`src/logic/pis_pkg.sv`:
```
package pis_pkg;

    localparam int NUM_PORTS     = 8;
    localparam int ADDR_W        = 10;
    localparam int DATA_W        = 8;
    localparam int PORT_SEL_LSB  = 6;
    localparam int PORT_SEL_MSB  = 8;
    localparam int REGION_BIT    = 9;

    // Per-port register offsets inside each 0x40 port window.
    localparam logic [5:0] OFF_SUMMARY       = 6'h00;
    localparam logic [5:0] OFF_TX_INT        = 6'h2C;
    localparam logic [5:0] OFF_RX_INT        = 6'h2D;
    localparam logic [5:0] OFF_TX_STATUS     = 6'h2E;
    localparam logic [5:0] OFF_INT_ENABLE    = 6'h3E;
    localparam logic [5:0] OFF_TX_INT_ENABLE = 6'h3F;

    localparam logic [9:0] ADDR_DEVICE_SUMMARY = 10'h200;

    // Port summary register fields.
    localparam int SUM_ONE_SEC_BIT = 3;
    localparam int SUM_EXT_BIT     = 2;
    localparam int SUM_TX_BIT      = 1;
    localparam int SUM_RX_BIT      = 0;
    localparam logic [7:0] SUM_USED_MASK = 8'h0F;

    // Transmit cell status and interrupt fields.
    localparam int TX_PARITY_BIT   = 7;
    localparam int TX_START_BIT    = 6;
    localparam int TX_TXOVR_BIT    = 5;
    localparam int TX_RXOVR_BIT    = 4;
    localparam int TX_SENT_BIT     = 3;
    localparam int TX_CLASH_BIT    = 2;
    localparam logic [7:0] TX_USED_MASK = 8'hFC;

    localparam logic [7:0] RESET_BYTE         = 8'h00;
    localparam logic       FRAMER_IDLE_LEVEL  = 1'b1;

    typedef struct packed {
        logic parity_fault;
        logic cell_start_fault;
        logic tx_fifo_overrun;
        logic rx_fifo_overrun;
        logic cell_transmitted;
        logic cell_idle;
        logic address_clash;
    } pis_tx_evt_t;

    function automatic logic pis_hit(input logic [9:0] addr, input logic [5:0] off);
        pis_hit = (addr[REGION_BIT] == 1'b0) && (addr[5:0] == off);
    endfunction

    function automatic logic [2:0] pis_port(input logic [9:0] addr);
        pis_port = addr[PORT_SEL_MSB:PORT_SEL_LSB];
    endfunction

endpackage

```
`src/logic/pis_top.sv`:
```
`timescale 1ns/1ps
// Function
// - Rising one-second pin edge sets one-second bit.
// - Summary read of any port clears it.
// - Enabled falling framer edge sets external bit.
// - Summary read clears external bit.
// - Summary bit 1 mirrors transmit interrupt pending.
// - Summary bit 0 mirrors receive interrupt pending.
// - Cell summary bits clear with their sources.
// - Reserved bits always read zero.
// - Device summary bit n flags port n.
// - Device summary bits clear with sources.
// - Status bit 7 records parity fault.
// - Status bit 6 records cell start fault.
// - Status bit 5 records transmit FIFO overrun.
// - Status bit 4 records receive FIFO overrun.
// - Status bit 3 records non-idle cell sent.
// - Status bit 2 records address clash.
// - Status events latch until read, then clear.
// - Enabled status rise sets interrupt; read clears.
module pis_top (
    input  wire logic                             clock_in,
    input  wire logic                             rst_in,
    input  wire logic       [9:0]                 reg_addr_in,
    input  wire logic       [7:0]                 reg_wdata_in,
    input  wire logic                             reg_wr_in,
    input  wire logic                             reg_rd_in,
    output logic            [7:0]                 reg_rdata_out,
    input  wire logic                             one_second_pulse_input_in,
    input  wire logic       [7:0]                 framer_interrupt_input_n_in,
    input  wire logic       [7:0]                 rx_cell_pending_in,
    input  wire pis_pkg::pis_tx_evt_t [7:0]       tx_evt_in,
    output logic                                  device_irq_out
);

    logic [2:0] port_sel_w;
    logic       rd_summary_w;
    logic       rd_tx_int_w;
    logic       rd_tx_status_w;
    logic       rd_device_w;
    logic       wr_int_enable_w;
    logic       wr_tx_enable_w;

    always_comb begin
        port_sel_w      = pis_pkg::pis_port(reg_addr_in);
        rd_summary_w    = reg_rd_in && pis_pkg::pis_hit(reg_addr_in, pis_pkg::OFF_SUMMARY);
        rd_tx_int_w     = reg_rd_in && pis_pkg::pis_hit(reg_addr_in, pis_pkg::OFF_TX_INT);
        rd_tx_status_w  = reg_rd_in && pis_pkg::pis_hit(reg_addr_in, pis_pkg::OFF_TX_STATUS);
        rd_device_w     = reg_rd_in && (reg_addr_in == pis_pkg::ADDR_DEVICE_SUMMARY);
        wr_int_enable_w = reg_wr_in && pis_pkg::pis_hit(reg_addr_in, pis_pkg::OFF_INT_ENABLE);
        wr_tx_enable_w  = reg_wr_in && pis_pkg::pis_hit(reg_addr_in, pis_pkg::OFF_TX_INT_ENABLE);
    end

    // One-second event: a single flag shared by all ports.
    logic one_sec_prev_r;
    logic one_sec_prev_nxt;
    logic one_sec_flag_r;
    logic one_sec_flag_nxt;
    logic one_sec_edge_w;

    always_comb begin
        one_sec_prev_nxt = one_second_pulse_input_in;
        one_sec_edge_w   = one_second_pulse_input_in & ~one_sec_prev_r;
        // The flag is common, so a summary read of any port clears it.
        one_sec_flag_nxt = (one_sec_flag_r & ~rd_summary_w) | one_sec_edge_w;
    end

    always_ff @(posedge clock_in or posedge rst_in) begin
        if (rst_in) begin
            one_sec_prev_r <= 1'b0;
            one_sec_flag_r <= 1'b0;
        end else begin
            one_sec_prev_r <= one_sec_prev_nxt;
            one_sec_flag_r <= one_sec_flag_nxt;
        end
    end

    // Enable registers: one byte each per port.
    logic [7:0] int_enable_r     [pis_pkg::NUM_PORTS];
    logic [7:0] int_enable_nxt   [pis_pkg::NUM_PORTS];
    logic [7:0] tx_enable_r      [pis_pkg::NUM_PORTS];
    logic [7:0] tx_enable_nxt    [pis_pkg::NUM_PORTS];

    always_comb begin
        for (int p = 0; p < pis_pkg::NUM_PORTS; p++) begin
            int_enable_nxt[p] = int_enable_r[p];
            tx_enable_nxt[p]  = tx_enable_r[p];
            if (wr_int_enable_w && port_sel_w == 3'(p)) begin
                int_enable_nxt[p] = reg_wdata_in & (8'h01 << pis_pkg::SUM_EXT_BIT);
            end
            if (wr_tx_enable_w && port_sel_w == 3'(p)) begin
                tx_enable_nxt[p] = reg_wdata_in & pis_pkg::TX_USED_MASK;
            end
        end
    end

    always_ff @(posedge clock_in or posedge rst_in) begin
        if (rst_in) begin
            for (int p = 0; p < pis_pkg::NUM_PORTS; p++) begin
                int_enable_r[p] <= pis_pkg::RESET_BYTE;
                tx_enable_r[p]  <= pis_pkg::RESET_BYTE;
            end
        end else begin
            for (int p = 0; p < pis_pkg::NUM_PORTS; p++) begin
                int_enable_r[p] <= int_enable_nxt[p];
                tx_enable_r[p]  <= tx_enable_nxt[p];
            end
        end
    end

    // Per-port transmit status and port summary.
    logic [7:0] tx_status_w  [pis_pkg::NUM_PORTS];
    logic [7:0] tx_int_w     [pis_pkg::NUM_PORTS];
    logic [7:0] summary_w    [pis_pkg::NUM_PORTS];
    logic [7:0] device_summary_w;

    for (genvar g = 0; g < pis_pkg::NUM_PORTS; g++) begin : g_port
        pis_transmit_cell_status u_transmit_cell_status (
            .clock_in     (clock_in),
            .rst_in       (rst_in),
            .evt_in       (tx_evt_in[g]),
            .enable_in    (tx_enable_r[g]),
            .status_rd_in (rd_tx_status_w && port_sel_w == 3'(g)),
            .int_rd_in    (rd_tx_int_w && port_sel_w == 3'(g)),
            .status_out   (tx_status_w[g]),
            .intr_out     (tx_int_w[g])
        );

        pis_port_summary u_summary (
            .clock_in        (clock_in),
            .rst_in          (rst_in),
            .framer_n_in     (framer_interrupt_input_n_in[g]),
            .ext_enable_in   (int_enable_r[g][pis_pkg::SUM_EXT_BIT]),
            .summary_rd_in   (rd_summary_w && port_sel_w == 3'(g)),
            .one_sec_flag_in (one_sec_flag_r),
            .tx_int_any_in   (tx_int_w[g] != 8'h00),
            .rx_pending_in   (rx_cell_pending_in[g]),
            .summary_out     (summary_w[g])
        );
    end

    // Device summary has no storage of its own, so it clears with its sources.
    always_comb begin
        for (int p = 0; p < pis_pkg::NUM_PORTS; p++) begin
            device_summary_w[p] = (summary_w[p] & pis_pkg::SUM_USED_MASK) != 8'h00;
        end
    end

    // Read data and interrupt output, both registered.
    logic [7:0] rdata_r;
    logic [7:0] rdata_nxt;
    logic       irq_r;
    logic       irq_nxt;

    always_comb begin
        rdata_nxt = pis_pkg::RESET_BYTE;
        if (rd_device_w) begin
            rdata_nxt = device_summary_w;
        end else if (reg_rd_in && !reg_addr_in[pis_pkg::REGION_BIT]) begin
            case (reg_addr_in[5:0])
                pis_pkg::OFF_SUMMARY:       rdata_nxt = summary_w[port_sel_w];
                pis_pkg::OFF_TX_INT:        rdata_nxt = tx_int_w[port_sel_w];
                pis_pkg::OFF_RX_INT:        rdata_nxt = pis_pkg::RESET_BYTE;
                pis_pkg::OFF_TX_STATUS:     rdata_nxt = tx_status_w[port_sel_w];
                pis_pkg::OFF_INT_ENABLE:    rdata_nxt = int_enable_r[port_sel_w];
                pis_pkg::OFF_TX_INT_ENABLE: rdata_nxt = tx_enable_r[port_sel_w];
                default:                    rdata_nxt = pis_pkg::RESET_BYTE;
            endcase
        end
        irq_nxt = device_summary_w != 8'h00;
    end

    always_ff @(posedge clock_in or posedge rst_in) begin
        if (rst_in) begin
            rdata_r <= pis_pkg::RESET_BYTE;
            irq_r   <= 1'b0;
        end else begin
            rdata_r <= rdata_nxt;
            irq_r   <= irq_nxt;
        end
    end

    assign reg_rdata_out  = rdata_r;
    assign device_irq_out = irq_r;

    // Checks on the shared flag, the summaries and the bus answer.
    property p_one_sec_set;
        @(posedge clock_in) disable iff (rst_in)
        (one_second_pulse_input_in && !one_sec_prev_r) |=> one_sec_flag_r;
    endproperty
    a_one_sec_set: assert property (p_one_sec_set) else $error("one-second flag not set");

    property p_one_sec_clear;
        @(posedge clock_in) disable iff (rst_in)
        (rd_summary_w && !one_sec_edge_w) |=> !one_sec_flag_r;
    endproperty
    a_one_sec_clear: assert property (p_one_sec_clear) else $error("one-second flag kept");

    property p_set_wins;
        @(posedge clock_in) disable iff (rst_in)
        (rd_summary_w && one_sec_edge_w) |=> one_sec_flag_r;
    endproperty
    a_set_wins: assert property (p_set_wins) else $error("event lost to read");

    property p_tx_summary;
        @(posedge clock_in) disable iff (rst_in)
        summary_w[0][1] == (tx_int_w[0] != 8'h00);
    endproperty
    a_tx_summary: assert property (p_tx_summary) else $error("tx summary mismatch");

    property p_rx_summary;
        @(posedge clock_in) disable iff (rst_in)
        summary_w[3][0] == rx_cell_pending_in[3];
    endproperty
    a_rx_summary: assert property (p_rx_summary) else $error("rx summary mismatch");

    property p_device_read;
        @(posedge clock_in) disable iff (rst_in)
        rd_device_w |=> (reg_rdata_out == $past(device_summary_w));
    endproperty
    a_device_read: assert property (p_device_read) else $error("device summary read wrong");

    property p_summary_reserved;
        @(posedge clock_in) disable iff (rst_in)
        rd_summary_w |=> (reg_rdata_out[7:4] == 4'h0);
    endproperty
    a_summary_reserved: assert property (p_summary_reserved) else $error("reserved bits set");

    property p_irq;
        @(posedge clock_in) disable iff (rst_in)
        (device_summary_w != 8'h00) |=> device_irq_out;
    endproperty
    a_irq: assert property (p_irq) else $error("interrupt output missing");

    property p_irq_low;
        @(posedge clock_in) disable iff (rst_in)
        (device_summary_w == 8'h00) |=> !device_irq_out;
    endproperty
    a_irq_low: assert property (p_irq_low) else $error("interrupt output stuck");

    property p_one_sec_hold;
        @(posedge clock_in) disable iff (rst_in)
        (one_sec_flag_r && !rd_summary_w) |=> one_sec_flag_r;
    endproperty
    a_one_sec_hold: assert property (p_one_sec_hold) else $error("one-second flag dropped");

    property p_one_sec_quiet;
        @(posedge clock_in) disable iff (rst_in)
        (!one_sec_flag_r && !one_sec_edge_w) |=> !one_sec_flag_r;
    endproperty
    a_one_sec_quiet: assert property (p_one_sec_quiet) else $error("one-second flag set idle");

    // The shared flag must reach every port, so all device bits rise together.
    property p_one_sec_all;
        @(posedge clock_in) disable iff (rst_in)
        one_sec_flag_r |-> (device_summary_w == 8'hFF);
    endproperty
    a_one_sec_all: assert property (p_one_sec_all) else $error("one-second flag not shown");

    property p_ext_en_wr;
        @(posedge clock_in) disable iff (rst_in)
        (wr_int_enable_w && port_sel_w == 3'h2)
            |=> (int_enable_r[2] == ($past(reg_wdata_in) & 8'h04));
    endproperty
    a_ext_en_wr: assert property (p_ext_en_wr) else $error("external enable write lost");

    property p_tx_en_wr;
        @(posedge clock_in) disable iff (rst_in)
        (wr_tx_enable_w && port_sel_w == 3'h6)
            |=> (tx_enable_r[6] == ($past(reg_wdata_in) & pis_pkg::TX_USED_MASK));
    endproperty
    a_tx_en_wr: assert property (p_tx_en_wr) else $error("transmit enable write lost");

    property p_summary_read;
        @(posedge clock_in) disable iff (rst_in)
        rd_summary_w |=> (reg_rdata_out == $past(summary_w[port_sel_w]));
    endproperty
    a_summary_read: assert property (p_summary_read) else $error("summary read wrong");

    property p_tx_int_read;
        @(posedge clock_in) disable iff (rst_in)
        rd_tx_int_w |=> (reg_rdata_out == $past(tx_int_w[port_sel_w]));
    endproperty
    a_tx_int_read: assert property (p_tx_int_read) else $error("tx interrupt read wrong");

    property p_tx_status_read;
        @(posedge clock_in) disable iff (rst_in)
        rd_tx_status_w |=> (reg_rdata_out == $past(tx_status_w[port_sel_w]));
    endproperty
    a_tx_status_read: assert property (p_tx_status_read) else $error("tx status read wrong");

    property p_tx_status_rsvd;
        @(posedge clock_in) disable iff (rst_in)
        rd_tx_status_w |=> (reg_rdata_out[1:0] == 2'h0);
    endproperty
    a_tx_status_rsvd: assert property (p_tx_status_rsvd) else $error("status reserved set");

    property p_rx_hole;
        @(posedge clock_in) disable iff (rst_in)
        (reg_rd_in && pis_pkg::pis_hit(reg_addr_in, pis_pkg::OFF_RX_INT))
            |=> (reg_rdata_out == 8'h00);
    endproperty
    a_rx_hole: assert property (p_rx_hole) else $error("receive hole not zero");

    property p_rdata_idle;
        @(posedge clock_in) disable iff (rst_in)
        !reg_rd_in |=> (reg_rdata_out == 8'h00);
    endproperty
    a_rdata_idle: assert property (p_rdata_idle) else $error("read data held");

    // With the pin high there is no new fall, so the read must win.
    property p_ext_rd_clear;
        @(posedge clock_in) disable iff (rst_in)
        (rd_summary_w && port_sel_w == 3'h2 && framer_interrupt_input_n_in[2])
            |=> !summary_w[2][pis_pkg::SUM_EXT_BIT];
    endproperty
    a_ext_rd_clear: assert property (p_ext_rd_clear) else $error("external bit kept");

endmodule

```
`src/logic/pis_transmit_cell_status.sv`:
```
`timescale 1ns/1ps
module pis_transmit_cell_status (
    input  wire logic                 clock_in,
    input  wire logic                 rst_in,
    input  wire pis_pkg::pis_tx_evt_t evt_in,
    input  wire logic [7:0]           enable_in,
    input  wire logic                 status_rd_in,
    input  wire logic                 int_rd_in,
    output logic      [7:0]           status_out,
    output logic      [7:0]           intr_out
);
    logic [7:0] status_r;
    logic [7:0] status_nxt;
    logic [7:0] intr_r;
    logic [7:0] intr_nxt;
    logic [7:0] ev_w;
    logic [7:0] base_s;
    logic [7:0] base_i;

    always_comb begin
        ev_w                         = pis_pkg::RESET_BYTE;
        ev_w[pis_pkg::TX_PARITY_BIT] = evt_in.parity_fault;
        ev_w[pis_pkg::TX_START_BIT]  = evt_in.cell_start_fault;
        ev_w[pis_pkg::TX_TXOVR_BIT]  = evt_in.tx_fifo_overrun;
        ev_w[pis_pkg::TX_RXOVR_BIT]  = evt_in.rx_fifo_overrun;
        ev_w[pis_pkg::TX_SENT_BIT]   = evt_in.cell_transmitted & ~evt_in.cell_idle;
        ev_w[pis_pkg::TX_CLASH_BIT]  = evt_in.address_clash;
        // An event in the read cycle survives the clear.
        base_s     = status_rd_in ? pis_pkg::RESET_BYTE : status_r;
        status_nxt = (base_s | ev_w) & pis_pkg::TX_USED_MASK;
        base_i     = int_rd_in ? pis_pkg::RESET_BYTE : intr_r;
        intr_nxt   = (base_i | (ev_w & ~base_s & enable_in)) & pis_pkg::TX_USED_MASK;
    end

    always_ff @(posedge clock_in or posedge rst_in) begin
        if (rst_in) begin
            status_r <= pis_pkg::RESET_BYTE;
            intr_r   <= pis_pkg::RESET_BYTE;
        end else begin
            status_r <= status_nxt;
            intr_r   <= intr_nxt;
        end
    end

    assign status_out = status_r;
    assign intr_out   = intr_r;

    property p_status_latch;
        @(posedge clock_in) disable iff (rst_in)
        (ev_w != 8'h00) |=> ((status_r & $past(ev_w)) == ($past(ev_w) & 8'hFC));
    endproperty
    a_status_latch: assert property (p_status_latch) else $error("status event lost");

    property p_status_clear;
        @(posedge clock_in) disable iff (rst_in)
        (status_rd_in && ev_w == 8'h00) |=> (status_r == 8'h00);
    endproperty
    a_status_clear: assert property (p_status_clear) else $error("status not cleared on read");

    property p_idle_no_sent;
        @(posedge clock_in) disable iff (rst_in)
        (evt_in.cell_idle && !status_r[3]) |=> !status_r[3];
    endproperty
    a_idle_no_sent: assert property (p_idle_no_sent) else $error("idle cell set sent bit");

    property p_int_on_rise;
        @(posedge clock_in) disable iff (rst_in)
        (!status_r[7] && ev_w[7] && enable_in[7]) |=> intr_r[7];
    endproperty
    a_int_on_rise: assert property (p_int_on_rise) else $error("interrupt not raised");

    property p_int_clear;
        @(posedge clock_in) disable iff (rst_in)
        (int_rd_in && (ev_w & enable_in) == 8'h00) |=> (intr_r == 8'h00);
    endproperty
    a_int_clear: assert property (p_int_clear) else $error("interrupt not cleared on read");

    property p_tx_reserved;
        @(posedge clock_in) disable iff (rst_in)
        (status_r[1:0] == 2'b00) && (intr_r[1:0] == 2'b00);
    endproperty
    a_tx_reserved: assert property (p_tx_reserved) else $error("reserved bits set");
endmodule

```
`src/logic/pis_port_summary.sv`:
```
`timescale 1ns/1ps
module pis_port_summary (
    input  wire logic       clock_in,
    input  wire logic       rst_in,
    input  wire logic       framer_n_in,
    input  wire logic       ext_enable_in,
    input  wire logic       summary_rd_in,
    input  wire logic       one_sec_flag_in,
    input  wire logic       tx_int_any_in,
    input  wire logic       rx_pending_in,
    output logic [7:0]      summary_out
);
    logic framer_prev_r;
    logic framer_prev_nxt;
    logic ext_flag_r;
    logic ext_flag_nxt;
    logic fall_w;

    always_comb begin
        framer_prev_nxt = framer_n_in;
        fall_w          = framer_prev_r & ~framer_n_in;
        // New edge wins over a clearing read in the same cycle.
        ext_flag_nxt    = (ext_flag_r & ~summary_rd_in) | (fall_w & ext_enable_in);
    end

    always_ff @(posedge clock_in or posedge rst_in) begin
        if (rst_in) begin
            framer_prev_r <= pis_pkg::FRAMER_IDLE_LEVEL;
            ext_flag_r    <= 1'b0;
        end else begin
            framer_prev_r <= framer_prev_nxt;
            ext_flag_r    <= ext_flag_nxt;
        end
    end

    always_comb begin
        summary_out                           = pis_pkg::RESET_BYTE;
        summary_out[pis_pkg::SUM_ONE_SEC_BIT] = one_sec_flag_in;
        summary_out[pis_pkg::SUM_EXT_BIT]     = ext_flag_r;
        summary_out[pis_pkg::SUM_TX_BIT]      = tx_int_any_in;
        summary_out[pis_pkg::SUM_RX_BIT]      = rx_pending_in;
    end

    property p_ext_set;
        @(posedge clock_in) disable iff (rst_in)
        (framer_prev_r && !framer_n_in && ext_enable_in) |=> ext_flag_r;
    endproperty
    a_ext_set: assert property (p_ext_set) else $error("external flag not set");

    property p_ext_gated;
        @(posedge clock_in) disable iff (rst_in)
        (!ext_flag_r && !ext_enable_in) |=> !ext_flag_r;
    endproperty
    a_ext_gated: assert property (p_ext_gated) else $error("disabled external flag set");

    property p_ext_clear;
        @(posedge clock_in) disable iff (rst_in)
        (summary_rd_in && !(fall_w && ext_enable_in)) |=> !ext_flag_r;
    endproperty
    a_ext_clear: assert property (p_ext_clear) else $error("external flag not cleared");
endmodule

```
`config.mk`:
```
export PLATFORM = sky130hd
export DESIGN_NAME = pis_top
export DESIGN_NICKNAME = d
export VERILOG_FILES = /design/src/logic/pis_pkg.sv /design/src/logic/pis_top.sv /design/src/logic/pis_transmit_cell_status.sv /design/src/logic/pis_port_summary.sv
export SDC_FILE = /design/constraint.sdc
export NUM_CORES = 1
export LEC_CHECK = 0
export ABC_AREA = 1
export BUFFER_PORTS_ARGS = -buffer_cell sky130_fd_sc_hd__clkbuf_2
export CAP_MARGIN = 20
export CORE_UTILIZATION = 50
export DETAILED_ROUTE_END_ITERATION = 8
export MAX_ROUTING_LAYER = met4
export PLACE_DENSITY = 0.77
export SYNTH_ARGS = -nofsm -noshare
export SYNTH_HDL_FRONTEND = slang
export SYNTH_HIERARCHICAL = 1
export SYNTH_SLANG_ARGS = --single-unit
```
`constraint.sdc`:
```
create_clock -name clock_in -period 3.9 [get_ports clock_in]
set_input_delay 0.78 -clock clock_in [delete_from_list [all_inputs] [get_ports clock_in]]
set_output_delay 0.78 -clock clock_in [all_outputs]
set_load 0.1 [all_outputs]
```
==> flow_summary.yaml, run 1 <==
cells_and_area:
  finalNonFillerCells: 1789
  syn_to_final_growth_pct: 7.01
  finish.instance_area_mm2: 0.0111
  n_antenna_cell: 0
  multiInputGateArea_mm2: 0.00441
  final_nets: 1603
  drive_above_1_share_pct: 12.4
  final-seq-area_mm2: 0.00449
  num-fill-cells: 1977
sta:
  clock.fmax_mhz: 390
  rsz0062_at_grt: "no"
  tightest_slew_ps: 946
  period_share_pct: 65.8
  finalMaxSlewViolations: 0
  hold_slack_ps: 425
  hold_violations: 0
  period_needed_ps: 2560
  slew_headroom_pct: 36.9
  setup_viol_count_final: 0
  skew_ps: 9.53
  fin_tns_setup_ps: 0
clock_network:
  insertion_delay_ps: 440
  max-clock-path-buffers: 2
  cts_hold_buf: 0
  cts_root_buf: "clkbuf_16"
  cts_sinks: 179
  cts_resized: 0
  post_cts_buffers: 0
  cts_buffers: 17
  clkTransAtPathRegs_ps: 70
  cts_tree: "done"
  htreeDepth: 4
die:
  core-area_mm2: 0.0203
  die_width_um: 146
  start_util_pct: 51.1
  rows: 52
  dieArea_mm2: 0.0213
  die_h_um: 146
  boundaryPins: 104
setup_path:
  path_cells: "clkbuf_2 > nor2_2 > buf_4 > a21oi_1 > nand3_1 > nand3_1 > nand2_1 > o21ai_1 > nand2_1"
  cp-start-kind: "input pin"
  slowest_stage: "nor2_2"
  worstPathRequired_ps: 4260
  worst-setup-path-type: "input pin to flip-flop"
  reg2reg_to: "device_irq_out$_DFF_PP0_"
  worstSetupStartpoint: "reg_addr_in[6]"
  cpPeakStageDelay_ps: 650
  crit_fanout: 23
  r2r-start: "g_port[2].u_transmit_cell_status/intr_out[6]$_DFF_PP0_"
  rrSetupSlack_ps: 1970
  critical_path_arrival_ps: 2930
  timing.critical_path.to: "reg_rdata_out[3]$_DFF_PP0_"
  setup.worst_path.end_class: "flip-flop"
  rr_worst_depth: 6
drt:
  vias: 9409
  drc: 0
  via_per_inst: 5.26
  dr.first_iter.drc_count: 994
  post_drt_wl_per_cell_um: 17.3
  dr.pass1.iters: 6
  ant_nets: 0
  wl_um: 31000
placed_design:
  routabilityCongestion: 1.01
  dpl_cell_area_mm2: 0.0105
  post-dp-hpwl_um: 22900
  portBuffers: 101
  place_inst: 1759
power:
  vdd_drop_max_uv: 263
  clkPwrFrac_pct: 42.9
  p_seq_share_pct: 47.3
  switching_share_pct: 27.0
  power.internal_mw: 2.95
  combPwrFrac_pct: 9.8
  switching_power_mw: 1.09
  p_per_area_mw_per_mm2: 364
  leakagePower_nw: 6.03
grt:
  antenna_found_initial: 0
  grt_overflow: 0
  grt_pass1_vias: 8904
  grt_max_degree: 68
  grt_use_total_pct: 31.0
  grt_pass1_wl_um: 48100
synth:
  avgSynthCellArea_um2: 7.05
  yosys_warnings: 6
  synthCells: 1470
  syn_area_mm2: 0.0104
min_path:
  hp-class: "input pin to flip-flop"
status:
  status: "finished, final reports clean"
flow_run:
  max_cap_viol_count: 0
through the flow:
| step | setup slack [ps] | power (mW) | util, % |
|---|---|---|---|
| after global placement | 1040 | 2.33 | 51.8 |
| final | 1340 | 4.04 | 54.6 |
| after detailed placement | 995 | 2.33 | 51.8 |
| after global routing | 1270 | 4.17 | 54.6 |
| after CTS | 1440 | 4.04 | 54.6 |
| after floorplan | 1440 | 2.25 | - |
power by group through the flow:
stage	sequential (mW)	clock [mW]	combinational [mW]
2_1_floorplan	1.94	0	0.309
3_3_place_gp	1.95	0	0.380
3_5_place_dp	1.95	0	0.387
4_1_cts	1.91	1.74	0.389
5_1_grt	1.91	1.82	0.440
6_report	1.91	1.73	0.396
final cells by class:
| class | instances | share of cell area, % |
|---|---|---|
| clock buffers | 17 | 3.83 |
| clock inverters | 13 | 1.34 |
| inverters | 174 | 5.91 |
| multi-input cells | 1021 | 39.8 |
| flip-flops and latches | 179 | 40.5 |
| well taps | 270 | 3.05 |
| repair buffers | 115 | 5.62 |
worst min-delay path by stage:
stage	start	to	slack, ps	cells after the start
floorplan	one_sec_prev_r$_DFF_PP0_	one_sec_flag_r$_DFF_PP0_	400	1
global placement	one_sec_prev_r$_DFF_PP0_	one_sec_flag_r$_DFF_PP0_	420	1
detailed placement	one_sec_prev_r$_DFF_PP0_	one_sec_flag_r$_DFF_PP0_	460	1
CTS	framer_interrupt_input_n_in[5]	g_port[5].u_summary/framer_prev_r$_DFF_PP1_	420	1
global route	framer_interrupt_input_n_in[3]	g_port[3].u_summary/framer_prev_r$_DFF_PP1_	420	1
finish	framer_interrupt_input_n_in[5]	g_port[5].u_summary/framer_prev_r$_DFF_PP1_	420	1
state kept, by name (all words and copies together), names as in the netlist:
name,flops
device_irq_out,1
reg_rdata_out,8
tx_enable_r,48
g_port.u_summary/framer_prev_r,8
g_port.u_transmit_cell_status/intr_out,48
int_enable_r,8
g_port.u_transmit_cell_status/status_out,48
one_sec_flag_r,1
one_sec_prev_r,1
g_port.u_summary/ext_flag_r,8
cell usage in the layout, fill, tap and decap left out, types with 2 or more instances in the layout:
cell / count
buf_4: 13
nand2_1: 559
nand3b_1: 3
clkbuf_16: 17
nand4_1: 40
inv_2: 12
dfrtp_1: 171
clkinv_4: 2
nor2_1: 88
dfstp_2: 8
a21oi_1: 40
nor2_2: 2
o21ai_2: 15
o21ai_0: 22
nor2_4: 2
clkinv_2: 3
clkbuf_2: 101
inv_6: 3
inv_1: 160
nor3_1: 2
conb_1: 64
bufinv_16: 2
nor4_1: 20
nand3_1: 120
inv_8: 2
o21ai_1: 38
worst max-delay path: cells and delay by family:
| family | cells | cell delay (ps) |
|---|---|---|
| simple gates | 5 | 1160 |
| buf+inv | 2 | 730 |
| compound gates | 2 | 230 |
layer usage:
layer	track usage [%]	wire length (um)
met4	11.9	1070
met1	39.8	12600
met3	4.92	2500
met5	-	0
met2	49.5	14900
Note: power is estimated with default switching activity, not from simulation.
==> run 2, diff against run 1 <==
clock period = 2.45 ns   (was 3.9 ns; I/O delays follow)
==> flow_summary.yaml, run 2 (same netlist as run 1, synthesis figures left out) <==
drt:
  ant_nets: 0
  drc: 0
  wl_um: 32800
  vias: 9637
  via_per_inst: 5.32
  post_drt_wl_per_cell_um: 18.1
  dr.pass1.iters: 7
  dr.first_iter.drc_count: 953
placed_design:
  pre_cts_ws_ps: 151
  post-dp-hpwl_um: 24400
  routabilityCongestion: 0.971
  place_inst: 1779
  dpl_cell_area_mm2: 0.0107
  portBuffers: 101
cells_and_area:
  fin_util_pct: 55.8
  final_cell_mix: "nand2_1, dfrtp_1, inv_1, nand3_1, clkbuf_2"
  final_common_cell: "nand2_1"
  finalNonFillerCells: 1811
  num-fill-cells: 1979
  final_nets: 1623
  n_antenna_cell: 0
  finish.instance_area_mm2: 0.0113
  syn_to_final_growth_pct: 9.25
  drive_above_1_share_pct: 13.5
clock_network:
  htreeDepth: 4
  cts_hold_buf: 0
  cts_root_buf: "clkbuf_16"
  insertion_delay_ps: 440
  cts_buffers: 17
  max-clock-path-buffers: 2
  clkTransAtPathRegs_ps: 70
  cts_tree: "done"
  post_cts_buffers: 0
  cts_resized: 0
  cts_sinks: 179
grt:
  met2_usage_pct: 52.2
  grt_overflow: 0
  grt_max_degree: 46
  grt_util_met1_pct: 40.6
  met3_usage_pct: 4.89
  grt_pass1_wl_um: 50700
  busiest_layer: "met2"
  antenna_found_initial: 0
  grt_use_total_pct: 32.7
  grt_pass1_vias: 9364
sta:
  setup_viol_count_final: 0
  hold_slack_ps: 149
  finalMaxSlewViolations: 0
  slew_headroom_pct: 29.8
  skew_ps: 8.15
  rsz0062_at_grt: "no"
  clock.fmax_mhz: 497
  tightest_slew_ps: 1050
  fin_tns_setup_ps: 0
  fin_ws_ps: 437
  hold_violations: 0
  period_needed_ps: 2010
  period_share_pct: 82.2
setup_path:
  setup.worst_path.end_class: "flip-flop"
  path_cells: "nor4_1 > nand2_1 > nor2_1 > nand3_1 > nor4_1 > nand4_1"
  cpPeakStageDelay_ps: 430
  worstPathRequired_ps: 2740
  worst-setup-path-type: "flip-flop to flip-flop"
  crit_fanout: 3
  slowest_stage: "dfrtp_1"
  crit_top_cell: "nor4_1"
  critical_path_arrival_ps: 2300
  cp-start-kind: "flip-flop"
power:
  p_total_mw: 6.69
  switching_share_pct: 26.2
  power.internal_mw: 4.94
  switching_power_mw: 1.75
  p_per_area_mw_per_mm2: 591
  vdd_drop_max_uv: 443
  combPwrFrac_pct: 9.9
  clkPwrFrac_pct: 44.6
  p_seq_share_pct: 45.5
  leakagePower_nw: 6.15
die:
  rows: 52
  core-area_mm2: 0.0203
  die_h_um: 146
  boundaryPins: 104
  die_width_um: 146
  dieArea_mm2: 0.0213
  start_util_pct: 51.1
min_path:
  hp-class: "input pin to flip-flop"
status:
  status: "finished, final reports clean"
flow_run:
  max_cap_viol_count: 0
## run 2: changes by cell type in the layout (fill, tap and decap cells not counted)
cell,delta
buf_4,+18
clkinv_2,-3
bufinv_16,+2
buf_12,+2
clkbuf_1,+3
## run 2: area by class of cell
type	instances	area (um^2)	area share [%]
repair buffers	135	798	7.05
inverters	174	656	5.79
multi-input cells	1021	4410	39.0
clock buffers	20	437	3.86
well taps	270	338	2.98
clock inverters	12	194	1.71
flip-flops and latches	179	4490	39.6
## run 2: path summary, 6_finish.rpt
kind | slack (ps) | cells after the start | startpoint | endpoint
setup / recovery | 440 | 6 | g_port[2].u_transmit_cell_status/intr_out[5]$_DFF_PP0_ | device_irq_out$_DFF_PP0_
hold / removal | 150 | 1 | framer_interrupt_input_n_in[4] | g_port[4].u_summary/framer_prev_r$_DFF_PP1_
setup reg to reg | 440 | 6 | g_port[2].u_transmit_cell_status/intr_out[5]$_DFF_PP0_ | device_irq_out$_DFF_PP0_
hold reg to reg | 450 | 1 | one_sec_prev_r$_DFF_PP0_ | one_sec_flag_r$_DFF_PP0_
max in group asynchronous | 1480 | 3 | rst_in | reg_rdata_out[3]$_DFF_PP0_
min in group asynchronous | 290 | 2 | rst_in | g_port[4].u_summary/ext_flag_r$_DFF_PP0_
## run 2: worst max-delay path: cells and delay by family (launching register included)
family | cells | cell delay (ps)
AND/OR/NAND/NOR | 6 | 1430
flip-flops | 1 | 430
## run 2: routing by layer
metal	vias to the layer above	part of all wire, %
li1	4549	-
met1	4509	41
met2	475	47
met3	104	7.3
met4	0	5.1
met5	-	0
## run 2: power groups by stage
stage | Combinational (mW) | Sequential, mW | Clock [mW]
after CTS | 0.646 | 3.04 | 3.00
after detailed placement | 0.643 | 3.10 | 0
after floorplan | 0.491 | 3.09 | 0
after global routing | 0.731 | 3.05 | 3.10
after global placement | 0.632 | 3.10 | 0
final | 0.662 | 3.04 | 2.98
